## src/inc/cfg_regs_pkg.sv

```systemverilog
// Purpose: Shared constants, types and helpers for the configuration register group
// Assumes: Byte offsets within configuration space, 32-bit words
// Notes: Used by the register bank, its decoder and its read multiplexer
package cfg_regs_pkg;
	// Widths
	localparam int ADDR_W = 8;
	localparam int NUM_REGS = 6;
	localparam int LEN_W = 10;
	typedef logic [ADDR_W-1:0] addr_t;
	typedef logic [31:0] word_t;
	typedef logic [NUM_REGS-1:0] sel_t;
	typedef logic [3:0] be_t;
	typedef logic [LEN_W-1:0] len_t;
	// Register byte offsets
	localparam addr_t OFF_MSI_DATA = 8'h58;
	localparam addr_t OFF_VSC_HDR = 8'h64;
	localparam addr_t OFF_SCRATCH0 = 8'h68;
	localparam addr_t OFF_SCRATCH1 = 8'h6C;
	localparam addr_t OFF_TIMER = 8'h70;
	localparam addr_t OFF_MODE = 8'h74;
	// Positions in the one-hot select vector
	localparam int IDX_MSI = 0;
	localparam int IDX_VSC = 1;
	localparam int IDX_SCR0 = 2;
	localparam int IDX_SCR1 = 3;
	localparam int IDX_TIMER = 4;
	localparam int IDX_MODE = 5;
	// Vendor capability header contents
	localparam logic [7:0] VSC_CAP_ID = 8'h09;
	localparam logic [7:0] VSC_NEXT_PTR = 8'hB0;
	localparam logic [15:0] VSC_LENGTH = 16'h0034;
	// Reset values
	localparam word_t RST_MSI = 32'h0000_0000;
	localparam word_t RST_SCR0 = 32'h0400_1060;
	localparam word_t RST_SCR1 = 32'h0000_0800;
	localparam word_t RST_TIMER = 32'h0000_0000;
	localparam word_t RST_MODE = 32'h0000_0002;
	localparam logic VGA_DECODE_VAL = 1'b1;
	// Bits that host software may write
	localparam word_t HOST_WMASK_MSI = 32'h0000_FFFF;
	localparam word_t HOST_WMASK_SCR = 32'hFFFF_FFFF;
	localparam word_t HOST_WMASK_TIMER = 32'h7FFF_1FFF;
	localparam word_t HOST_WMASK_MODE = 32'h0000_007F;
	// Bits that the default loader may write
	localparam word_t LD_WMASK_TIMER = 32'h7FFF_7FFF;
	localparam word_t LD_WMASK_MODE = 32'h0000_007F;
	// Timer register fields
	localparam int TMR_REPLAY_LSB = 0;
	localparam int TMR_REPLAY_W = 12;
	localparam int TMR_REPLAY_EN = 12;
	localparam int TMR_PM_DIS = 13;
	localparam int TMR_MSI_DIS = 14;
	localparam int TMR_ACK_LSB = 16;
	localparam int TMR_ACK_W = 14;
	localparam int TMR_ACK_EN = 30;
	localparam int TMR_VGA = 31;
	// Operation mode fields
	localparam int MODE_SF = 0;
	localparam int MODE_THR_LSB = 1;
	localparam int MODE_THR_W = 2;
	localparam int MODE_ARB = 3;
	localparam int MODE_CREDIT = 4;
	localparam int MODE_ORD_EGR = 5;
	localparam int MODE_ORD_TAG = 6;
	// Message data field
	localparam int MSI_DATA_W = 16;

	// Map a byte offset to a one-hot register select, zero when unmapped
	function automatic sel_t addr_to_sel(input addr_t a);
		sel_t s;
		s = '0;
		s[IDX_MSI] = (a == OFF_MSI_DATA);
		s[IDX_VSC] = (a == OFF_VSC_HDR);
		s[IDX_SCR0] = (a == OFF_SCRATCH0);
		s[IDX_SCR1] = (a == OFF_SCRATCH1);
		s[IDX_TIMER] = (a == OFF_TIMER);
		s[IDX_MODE] = (a == OFF_MODE);
		return s;
	endfunction

	// Expand byte enables into a bit mask
	function automatic word_t be_to_mask(input be_t be);
		return {{8{be[3]}}, {8{be[2]}}, {8{be[1]}}, {8{be[0]}}};
	endfunction

	// Replace the masked bits of a word
	function automatic word_t merge_bits(input word_t old_w, input word_t new_w, input word_t m);
		return (old_w & ~m) | (new_w & m);
	endfunction
endpackage

```

## src/inc/cfg_access_if.sv

```systemverilog
// Purpose: Decoded access stage passed from the decoder to the register bank
// Assumes: One clock domain
// Notes: Host and loader paths travel side by side
`timescale 1ns/100ps
`default_nettype none
interface cfg_access_if;
	import cfg_regs_pkg::*;
	sel_t host_sel;    // One-hot target of the host access
	logic host_wr;     // Host write in this stage
	logic host_rd;     // Host read in this stage
	word_t host_mask;  // Byte enables as a bit mask
	word_t host_wdata; // Host write data
	sel_t ld_sel;      // One-hot target of the loader write
	word_t ld_data;    // Loader write data
	modport decoder (output host_sel, host_wr, host_rd, host_mask, host_wdata, ld_sel, ld_data);
	modport bank (input host_sel, host_wr, host_rd, host_mask, host_wdata, ld_sel, ld_data);
endinterface
`default_nettype wire

```

## src/core/cfg_decode.sv

```systemverilog
// Purpose: Register and decode host and loader accesses for the register bank
// Assumes: Requests come from logic on clk_sys
// Notes: One stage of latency, accepts a request every cycle
`timescale 1ns/100ps
`default_nettype none
module cfg_decode
(
	// Clock and reset
	input wire logic clk_sys,
	input wire logic rst_n,
	// Host request
	input wire logic cfg_req,
	input wire logic cfg_wr,
	input wire cfg_regs_pkg::addr_t cfg_addr,
	input wire cfg_regs_pkg::be_t cfg_be,
	input wire cfg_regs_pkg::word_t cfg_wdata,
	// Loader request
	input wire logic ld_req,
	input wire cfg_regs_pkg::addr_t ld_addr,
	input wire cfg_regs_pkg::word_t ld_data,
	// Decoded stage
	cfg_access_if.decoder acc
);
	import cfg_regs_pkg::*;

	// Host stage, unmapped offsets give an empty select
	always_ff @(posedge clk_sys or negedge rst_n)
	begin
		if (!rst_n)
		begin
			acc.host_sel <= '0;
			acc.host_wr <= 1'b0;
			acc.host_rd <= 1'b0;
			acc.host_mask <= '0;
			acc.host_wdata <= '0;
		end
		else
		begin
			acc.host_sel <= cfg_req ? addr_to_sel(cfg_addr) : '0;
			acc.host_wr <= cfg_req & cfg_wr;
			acc.host_rd <= cfg_req & ~cfg_wr;
			acc.host_mask <= be_to_mask(cfg_be);
			acc.host_wdata <= cfg_wdata;
		end
	end

	// Loader stage, whole words only
	always_ff @(posedge clk_sys or negedge rst_n)
	begin
		if (!rst_n)
		begin
			acc.ld_sel <= '0;
			acc.ld_data <= '0;
		end
		else
		begin
			acc.ld_sel <= ld_req ? addr_to_sel(ld_addr) : '0;
			acc.ld_data <= ld_data;
		end
	end
endmodule
`default_nettype wire

```

## src/core/cfg_read_mux.sv

```systemverilog
// Purpose: Select the read word of the addressed register
// Assumes: Select is one-hot or empty
// Notes: Unmapped offsets read as zero
`timescale 1ns/100ps
`default_nettype none
module cfg_read_mux
(
	// Decoded stage
	cfg_access_if.bank acc,
	// Register words as seen by software
	input wire cfg_regs_pkg::word_t msi_word,
	input wire cfg_regs_pkg::word_t scr0_word,
	input wire cfg_regs_pkg::word_t scr1_word,
	input wire cfg_regs_pkg::word_t timer_word,
	input wire cfg_regs_pkg::word_t mode_word,
	// Selected word
	output logic [31:0] rd_word
);
	import cfg_regs_pkg::*;

	// OR of masked words, the header is built from constants
	always_comb
	begin
		rd_word = '0;
		if (acc.host_sel[IDX_MSI])
			rd_word = rd_word | msi_word;
		if (acc.host_sel[IDX_VSC])
			rd_word = rd_word | {VSC_LENGTH, VSC_NEXT_PTR, VSC_CAP_ID};
		if (acc.host_sel[IDX_SCR0])
			rd_word = rd_word | scr0_word;
		if (acc.host_sel[IDX_SCR1])
			rd_word = rd_word | scr1_word;
		if (acc.host_sel[IDX_TIMER])
			rd_word = rd_word | timer_word;
		if (acc.host_sel[IDX_MODE])
			rd_word = rd_word | mode_word;
	end
endmodule
`default_nettype wire

```

## src/core/switch_vendor_config_regs.sv

```systemverilog
// Purpose: Vendor configuration register group of the switch upstream port
// Assumes: Host and loader requests are synchronous to clk_sys
// Notes: Access answer two cycles after the request, loader overrides defaults
`timescale 1ns/100ps
`default_nettype none
module switch_vendor_config_regs
(
	// Clock and reset
	input wire logic clk_sys,
	input wire logic rst_n,
	// Configuration access from host software
	input wire logic cfg_req,
	input wire logic cfg_wr,
	input wire cfg_regs_pkg::addr_t cfg_addr,
	input wire cfg_regs_pkg::be_t cfg_be,
	input wire cfg_regs_pkg::word_t cfg_wdata,
	output logic cfg_ack,
	output var cfg_regs_pkg::word_t cfg_rdata,
	// Default loading from SMBus or EEPROM
	input wire logic ld_req,
	input wire cfg_regs_pkg::addr_t ld_addr,
	input wire cfg_regs_pkg::word_t ld_data,
	// Link layer timer limits
	input wire logic [11:0] builtin_replay_limit,
	input wire logic [13:0] builtin_ack_limit,
	output logic [11:0] replay_limit,
	output logic [13:0] ack_limit,
	// Forwarding engine
	input wire cfg_regs_pkg::len_t pkt_len_cycles,
	output var cfg_regs_pkg::len_t fwd_start_cycle,
	output logic store_forward,
	output logic [1:0] ct_threshold,
	// Arbitration, credit and ordering policy
	output logic arb_hold_port,
	output logic credit_all_types,
	output logic order_egress,
	output logic order_cpl_tag,
	// Capability and decode control
	output logic pm_cap_disable,
	output logic msi_cap_disable,
	output logic vga_decode_en,
	output logic [15:0] msi_message_data
);
	import cfg_regs_pkg::*;

	// Decoded access stage
	cfg_access_if acc ();

	// Stored register words
	word_t msi_reg;   // Message data, low half used
	word_t scr0_reg;  // First scratch word
	word_t scr1_reg;  // Second scratch word
	word_t timer_reg; // Timer overrides, read-only bits kept at zero
	word_t mode_reg;  // Operation mode, low bits used

	// Next values
	word_t msi_next;
	word_t scr0_next;
	word_t scr1_next;
	word_t timer_next;
	word_t mode_next;

	// Words as software sees them
	word_t msi_view;
	word_t timer_view;
	word_t mode_view;
	word_t rd_word;

	// Host write strobes per register
	logic wr_msi;
	logic wr_scr0;
	logic wr_scr1;
	logic wr_timer;
	logic wr_mode;

	// Cut-through start point
	len_t half_len;
	len_t ct_start;
	logic [1:0] thr_sel;

	// Decode and register the incoming requests
	cfg_decode u_decode
	(
		.clk_sys(clk_sys),
		.rst_n(rst_n),
		.cfg_req(cfg_req),
		.cfg_wr(cfg_wr),
		.cfg_addr(cfg_addr),
		.cfg_be(cfg_be),
		.cfg_wdata(cfg_wdata),
		.ld_req(ld_req),
		.ld_addr(ld_addr),
		.ld_data(ld_data),
		.acc(acc)
	);

	// Pick the addressed word for reads
	cfg_read_mux u_read_mux
	(
		.acc(acc),
		.msi_word(msi_view),
		.scr0_word(scr0_reg),
		.scr1_word(scr1_reg),
		.timer_word(timer_view),
		.mode_word(mode_view),
		.rd_word(rd_word)
	);

	// Host write strobes, the header has none
	always_comb
	begin
		wr_msi = acc.host_wr & acc.host_sel[IDX_MSI];
		wr_scr0 = acc.host_wr & acc.host_sel[IDX_SCR0];
		wr_scr1 = acc.host_wr & acc.host_sel[IDX_SCR1];
		wr_timer = acc.host_wr & acc.host_sel[IDX_TIMER];
		wr_mode = acc.host_wr & acc.host_sel[IDX_MODE];
	end

	// Software views, reserved bits cleared and fixed bits inserted
	always_comb
	begin
		msi_view = msi_reg & HOST_WMASK_MSI;
		timer_view = timer_reg & LD_WMASK_TIMER;
		timer_view[TMR_VGA] = VGA_DECODE_VAL;
		mode_view = mode_reg & LD_WMASK_MODE;
	end

	// Message data next value
	always_comb
	begin
		msi_next = msi_reg;
		if (wr_msi)
			msi_next = merge_bits(msi_reg, acc.host_wdata, acc.host_mask & HOST_WMASK_MSI);
	end

	// Scratch next values, host writes only
	always_comb
	begin
		scr0_next = scr0_reg;
		scr1_next = scr1_reg;
		if (wr_scr0)
			scr0_next = merge_bits(scr0_reg, acc.host_wdata, acc.host_mask & HOST_WMASK_SCR);
		if (wr_scr1)
			scr1_next = merge_bits(scr1_reg, acc.host_wdata, acc.host_mask & HOST_WMASK_SCR);
	end

	// Timer next value, host first, then the loader on top
	always_comb
	begin
		timer_next = timer_reg;
		if (wr_timer)
			timer_next = merge_bits(timer_next, acc.host_wdata, acc.host_mask & HOST_WMASK_TIMER);
		if (acc.ld_sel[IDX_TIMER])
			timer_next = merge_bits(timer_next, acc.ld_data, LD_WMASK_TIMER);
	end

	// Mode next value, host first, then the loader on top
	always_comb
	begin
		mode_next = mode_reg;
		if (wr_mode)
			mode_next = merge_bits(mode_next, acc.host_wdata, acc.host_mask & HOST_WMASK_MODE);
		if (acc.ld_sel[IDX_MODE])
			mode_next = merge_bits(mode_next, acc.ld_data, LD_WMASK_MODE);
	end

	// Message data storage
	always_ff @(posedge clk_sys or negedge rst_n)
	begin
		if (!rst_n)
			msi_reg <= RST_MSI;
		else
			msi_reg <= msi_next;
	end

	// Scratch storage
	always_ff @(posedge clk_sys or negedge rst_n)
	begin
		if (!rst_n)
		begin
			scr0_reg <= RST_SCR0;
			scr1_reg <= RST_SCR1;
		end
		else
		begin
			scr0_reg <= scr0_next;
			scr1_reg <= scr1_next;
		end
	end

	// Timer override storage
	always_ff @(posedge clk_sys or negedge rst_n)
	begin
		if (!rst_n)
			timer_reg <= RST_TIMER;
		else
			timer_reg <= timer_next;
	end

	// Operation mode storage
	always_ff @(posedge clk_sys or negedge rst_n)
	begin
		if (!rst_n)
			mode_reg <= RST_MODE;
		else
			mode_reg <= mode_next;
	end

	// Answer to the host, two cycles after the request
	always_ff @(posedge clk_sys or negedge rst_n)
	begin
		if (!rst_n)
		begin
			cfg_ack <= 1'b0;
			cfg_rdata <= '0;
		end
		else
		begin
			cfg_ack <= acc.host_wr | acc.host_rd;
			// Read data only on reads, zero otherwise
			cfg_rdata <= acc.host_rd ? rd_word : '0;
		end
	end

	// Effective link layer limits, user values only when enabled
	always_ff @(posedge clk_sys or negedge rst_n)
	begin
		if (!rst_n)
		begin
			replay_limit <= '0;
			ack_limit <= '0;
		end
		else
		begin
			// Replay time-out
			if (timer_reg[TMR_REPLAY_EN])
				replay_limit <= timer_reg[TMR_REPLAY_LSB +: TMR_REPLAY_W];
			else
				replay_limit <= builtin_replay_limit;
			// Acknowledge latency
			if (timer_reg[TMR_ACK_EN])
				ack_limit <= timer_reg[TMR_ACK_LSB +: TMR_ACK_W];
			else
				ack_limit <= builtin_ack_limit;
		end
	end

	// Midpoint pulled earlier by the threshold, clamped at zero
	always_comb
	begin
		thr_sel = mode_reg[MODE_THR_LSB +: MODE_THR_W];
		half_len = pkt_len_cycles >> 1;
		if (half_len > len_t'(thr_sel))
			ct_start = half_len - len_t'(thr_sel);
		else
			ct_start = '0;
	end

	// Forwarding start cycle, whole packet in store-forward mode
	always_ff @(posedge clk_sys or negedge rst_n)
	begin
		if (!rst_n)
			fwd_start_cycle <= '0;
		else if (mode_reg[MODE_SF])
			fwd_start_cycle <= pkt_len_cycles;
		else
			fwd_start_cycle <= ct_start;
	end

	// Forwarding mode controls taken from the mode register
	always_ff @(posedge clk_sys or negedge rst_n)
	begin
		if (!rst_n)
		begin
			store_forward <= 1'b0;
			ct_threshold <= RST_MODE[MODE_THR_LSB +: MODE_THR_W];
		end
		else
		begin
			store_forward <= mode_reg[MODE_SF];
			ct_threshold <= mode_reg[MODE_THR_LSB +: MODE_THR_W];
		end
	end

	// Arbitration, credit and ordering policy controls
	always_ff @(posedge clk_sys or negedge rst_n)
	begin
		if (!rst_n)
		begin
			arb_hold_port <= 1'b0;
			credit_all_types <= 1'b0;
			order_egress <= 1'b0;
			order_cpl_tag <= 1'b0;
		end
		else
		begin
			arb_hold_port <= mode_reg[MODE_ARB];
			credit_all_types <= mode_reg[MODE_CREDIT];
			order_egress <= mode_reg[MODE_ORD_EGR];
			order_cpl_tag <= mode_reg[MODE_ORD_TAG];
		end
	end

	// Capability disables, decode enable and message data
	always_ff @(posedge clk_sys or negedge rst_n)
	begin
		if (!rst_n)
		begin
			pm_cap_disable <= 1'b0;
			msi_cap_disable <= 1'b0;
			vga_decode_en <= VGA_DECODE_VAL;
			msi_message_data <= '0;
		end
		else
		begin
			// Capability disables changed only by the loader
			pm_cap_disable <= timer_reg[TMR_PM_DIS];
			msi_cap_disable <= timer_reg[TMR_MSI_DIS];
			vga_decode_en <= VGA_DECODE_VAL;
			msi_message_data <= msi_reg[MSI_DATA_W-1:0];
		end
	end
endmodule
`default_nettype wire

```

## config.mk

```make
export PLATFORM = sky130hd
export DESIGN_NAME = switch_vendor_config_regs
export DESIGN_NICKNAME = d
export VERILOG_FILES = /design/src/inc/cfg_regs_pkg.sv /design/src/inc/cfg_access_if.sv /design/src/core/cfg_decode.sv /design/src/core/cfg_read_mux.sv /design/src/core/switch_vendor_config_regs.sv
export SDC_FILE = /design/constraint.sdc
export NUM_CORES = 1
export LEC_CHECK = 0
export BUFFER_PORTS_ARGS = -buffer_cell sky130_fd_sc_hd__buf_2
export CELL_PAD_IN_SITES_DETAIL_PLACEMENT = 0
export CELL_PAD_IN_SITES_GLOBAL_PLACEMENT = 1
export CORE_MARGIN = 2
export CORE_UTILIZATION = 37
export DETAILED_ROUTE_END_ITERATION = 12
export PLACE_DENSITY_LB_ADDON = 0.1
export SKIP_CTS_REPAIR_TIMING = 1
export SKIP_LAST_GASP = 1
export SYNTH_ARGS = -nofsm -noshare
export SYNTH_HDL_FRONTEND = slang
export SYNTH_SLANG_ARGS = --single-unit
```

## constraint.sdc

```tcl
create_clock -name clk_sys -period 2.17 [get_ports clk_sys]
set_input_delay 0.3255 -clock clk_sys [delete_from_list [all_inputs] [get_ports clk_sys]]
set_output_delay 0.3255 -clock clk_sys [all_outputs]
set_load 0.01 [all_outputs]
```

; After elaboration in Yosys (flattened, before gate mapping)
; Index checks and enable logic that the tools add are counted.
[totals]
n_memories = 0
latchBits = 0
mem_bits_ro = 0
register_bits = 356
in_bits = 125
ram_bits = 0
[classes]
n_addsub = 1
n_reduce_logical = 2
mux = 17
multipliers = 0
eq_ne = 12
div_mod_pow = 0
magnitude_cmp = 1
n_shift = 0
bitwise = 33
[op_table]
columns = op, count
row1 = 32-bit two-way mux, 9
row2 = 32-bit bitwise OR, 8
row3 = 32-bit AND, 6
row4 = 8-bit by 7-bit == test with 1-bit output (second input constant), 12
row5 = 32-bit by 7-bit bitwise OR with 32-bit output, 2
row6 = 32-bit by 16-bit AND with 32-bit output, 1
row7 = 32-bit by 31-bit AND with 32-bit output, 1
row8 = 32-bit by 7-bit AND with 32-bit output, 1
row9 = 16-bit inverter with 32-bit output, 1
row10 = 31-bit inverter with 32-bit output, 1
row11 = 32-bit inverter, 1
row12 = 7-bit inverter with 32-bit output, 1
row13 = 32-bit by 31-bit bitwise OR with 32-bit output, 1
row14 = 22-bit two-way mux, 1
row15 = 10-bit two-way mux, 2
row16 = 16-bit two-way mux, 1
row17 = 14-bit two-way mux, 1
row18 = 12-bit two-way mux, 1
row19 = 6-bit two-way mux, 2
row20 = 9-bit by 2-bit subtractor with 10-bit output, 1
row21 = 9-bit by 2-bit > comparator with 1-bit output, 1
row22 = 1-bit AND, 7
row23 = 2-bit nonzero test, 2
row24 = 1-bit inverter, 1
row25 = 1-bit bitwise OR, 1

; Longest topological paths before layout
[logic_depth]
depth_word = 11
ltp_mapped = 7
mapped_depth_nobuf = 7

; By module
; A second synthesis with hierarchy kept.
[unflattened]
hier_cells = 921
hier_area_um2 = 11611.1
[modules_own_cells]
columns = mod, cells_each, area_each_um2, n_inst, seq_area_each_um2
row1 = switch_vendor_config_regs, 661, 8338.0, 1, 5288.8
row2 = cfg_decode, 140, 2464.9, 1, 2052.0
row3 = cfg_read_mux, 120, 808.3, 1, 0.0

; Worst setup path before layout
; OpenSTA, ideal clock, no wires.
[synth_path]
kind = input to register
start = input port pkt_len_cycles[1]
end = register fwd_start_cycle[9]
t_required_ns = 2.093
path_slack_ns = 0.340
n_path_buf = 0
setup_ns = 0.077
cell_stages = 7
t_arrival_ns = 1.753
path_cell_list = inv_1 ha_1 fa_1 a21oi_1 nor2_1 or4_1 o21ai_1
[synth_between]
elab_chain_cells = 3
[synth_lines]
columns = element, line_no
row1 = start: declaration, switch_vendor_config_regs.sv:29  ; input wire cfg_regs_pkg::len_t pkt_len_cycles,
row2 = 9-bit by 2-bit subtractor with 10-bit output / 9-bit by 2-bit > comparator with 1-bit output (equally long branches), "switch_vendor_config_regs.sv:254, switch_vendor_config_regs.sv:253"
row3 = 10-bit two-way mux *, switch_vendor_config_regs.sv:253  ; if (half_len > len_t'(thr_sel))
row4 = 10-bit two-way mux *, switch_vendor_config_regs.sv:264  ; else if (mode_reg[MODE_SF])
row5 = end signal: assignment, switch_vendor_config_regs.sv:265  ; fwd_start_cycle <= pkt_len_cycles;
row6 = end signal: assignment, switch_vendor_config_regs.sv:267  ; fwd_start_cycle <= ct_start;
row7 = end: declaration, switch_vendor_config_regs.sv:30  ; output var cfg_regs_pkg::len_t fwd_start_cycle,
; Every way passes the cells marked *; elsewhere a longest branch is shown, timed or not.
; A chain may end at the register's enable or synchronous reset.

==> impl_metrics.toml <==
[timing]
rsz0062_at_grt = "false"
finalCriticalPeriod_ps = 1970
slew_violations = 0
finalHoldViolations = 0
max_freq_mhz = 507
final.period_utilization_pct = 90.8
worstMarginPinSlew_ps = 817
fin_tns_setup_ps = 0
fin_skew_ps = 9.46
setup_viol = 0
worst_slack_ps = 199
relSlewSlack_pct = 45.5

[detailed_routing]
ant_nets = 0
vias_per_cell = 4.91
dr.pass1.iters = 7
postRouteWirelength_um = 26100
drt_iter0_markers = 430
drc = 0
via_count = 7030
wl_per_cell_um = 18.3

[global_routing]
grt_pass1_wl_um = 40200
grt_usage_pct = 17.9
overflow = 0
grt_pass1_vias = 7223
antenna_found_initial = 0
grt_max_degree = 58

[synth]
synth.distinct_cells = 43
synth_cells = 716
synth_area_sq_um = 10300
synth_edf_count = 0
synth_top_cell_area_share_pct = 67.8
yosysSeqAreaShare_pct = 69.6
synthFlopType = "dfrtp_1"
async_reset_ff_share_pct = 100
syn_area_per_cell_sq_um = 14.4
synth_area_leader_cell = "dfrtp_1"
synth_area_leaders = "dfrtp_1 68%, mux2_2 12%, mux2i_1 2.9%"
ys_ff_latch = 287
synthesis.nets = 844
yosys_warnings = 0

[floorplan]
ioPinCount = 220
core_sq_um = 27600
start_util_pct = 37.4
fp.dieArea_sq_um = 29300
die_h_um = 171
num_rows = 61
die_w_um = 171

[place]
dp_hpwl_um = 17500
io_buffers = 216
place_worst_setup_slack_ps = 147
postPlaceCellArea_sq_um = 12000
routabilityCongestion = 0.800
placed_cells = 1303

[cts]
clk_latency_ps = 500
cts_root_buffer = "clkbuf_16"
htreeDepth = 2
clk_pin_slew_ps = 60
tritoncts = "built"
cts.sinks = 287
clockBufferDepth = 3
numCtsBuffers = 34

[cells_and_area]
fill_cells = 2475
layout-drive-gt1-share_pct = 39.8
fin_cells = 1432
syn_to_final_growth_pct = 34.2
num_antenna_cells = 0
final_area_sq_um = 13900
layout.area.seq_sq_um = 7200
multi_input_area_sq_um = 2990
layout.nets = 1159

[run]
drv_cap = 0

[power_and_ir_drop]
vdd.ir_drop.worst_mv = 0.506
power_per_cell_area_nw_per_um2 = 863
power.total_w = 0.0120
leakage_nw = 6.87

[setup_path]
crit_path_max_fanout = 4
worstSetupPathType = "reg2reg"
worst_ep_arrival_time_ps = 2350
rrSetupSlack_ps = 200
cp-end-kind = "flop"
r2r_cells = 6
endpoint = "fwd_start_cycle[4]"
reg2reg_to = "fwd_start_cycle[4]"
cp_data_required_time_ps = 2550
start_kind = "flop"

[hold_path]
hp-class = "in2reg"

[run_status]
outcome = "complete, no violations"
-- synth_stat cells (4+ instances only) --
cell / number
mux2i_1: 30
nor2b_1: 4
nand3_1: 17
a21oi_1: 32
inv_1: 4
mux2_2: 108
nand2_1: 47
clkbuf_1: 32
nor2_1: 22
dfrtp_1: 280
a22oi_1: 30
nor3_1: 4
a222oi_1: 19
o31ai_1: 4
dfstp_2: 7
o21ai_0: 37
-- worst max-delay path, cell delays in order, from the launching register on --
cell and delay (ps):
dfstp_2 580, ha_1 190, fa_1 210, nor2b_1 320, mux2i_1 230, o21ai_0 90
a22o_1 230
-- layer usage --
metal / up-vias / routed length, um / global-route usage, %
met5: - / 0 / 0
met4: 0 / 430 / 4.86
met3: 36 / 1610 / 4.42
met2: 241 / 12800 / 29.5
met1: 3542 / 11300 / 23.8
li1: 3211 / - / -
-- final cells by class --
cell class                 instances  share of cell area [%]
clock buffer                      51                    7.48
timing repair buffer             315                    14.8
multi-input combinational        389                    21.6
inverter                           4                   0.108
clock inverter                     8                   0.830
tap                              378                    3.41
sequential                       287                    51.9
-- report_power, final --
part	total (W)	switching (W)	internal (W)
clock network	0.00572	0.00207	0.00365
registers	0.00564	0.000122	0.00552
logic	0.000614	0.000299	0.000315
-- how the worst min path moves through the flow --
stage,from,cells after the start,to,slack [ps]
after floorplan,rst_n,0,async pin,30
after global placement,rst_n,1,fwd_start_cycle[8],280
after detailed placement,rst_n,1,fwd_start_cycle[8],290
after CTS,rst_n,1,fwd_start_cycle[6],-240
after global routing,cfg_addr[5],2,u_decode.acc.host_sel[0],30
final,cfg_addr[1],2,u_decode.acc.host_sel[2],40
-- per-stage QoR --
stage	util (%)	hold slack (ps)
after floorplan	-	29.9
after global placement	43.5	282
after detailed placement	43.5	291
after CTS	47.7	-240
after global routing	50.2	28.3
final	50.2	40.2
-- placed cells by master, fill, tap and decap left out, types with 3 or more instances in the layout --
master and n:
nand3_1 17, nor2_1 22, dfstp_2 7, inv_1 4, dlygate4sd3_1 70, a222oi_1 19, clkbuf_16 37, dfrtp_1 276
nor3_1 4, bufinv_16 3, nand2_1 47, nor4_1 3, clkinv_2 5, dfrtp_2 4, a31oi_1 3, buf_2 215
o21ai_0 37, clkbuf_1 8, a21oi_1 32, nor2b_1 4, mux2i_1 30, clkbuf_8 6, buf_12 3, a22oi_1 30
o31ai_1 4, mux2_2 108, buf_4 26
-- cell families after synthesis --
logic type	Yosys count	share of synthesized area, %
adder cells (fa/ha/maj)	3	0.436
flip-flops	287	69.6
AND/OR/NAND/NOR	114	5.33
XOR/XNOR	2	0.169
other	1	0.0363
multiplexers	138	14.7
AO/OA/AOI/OAI	131	8.29
buffers and inverters	40	1.51
(Power assumes the default switching activity.)
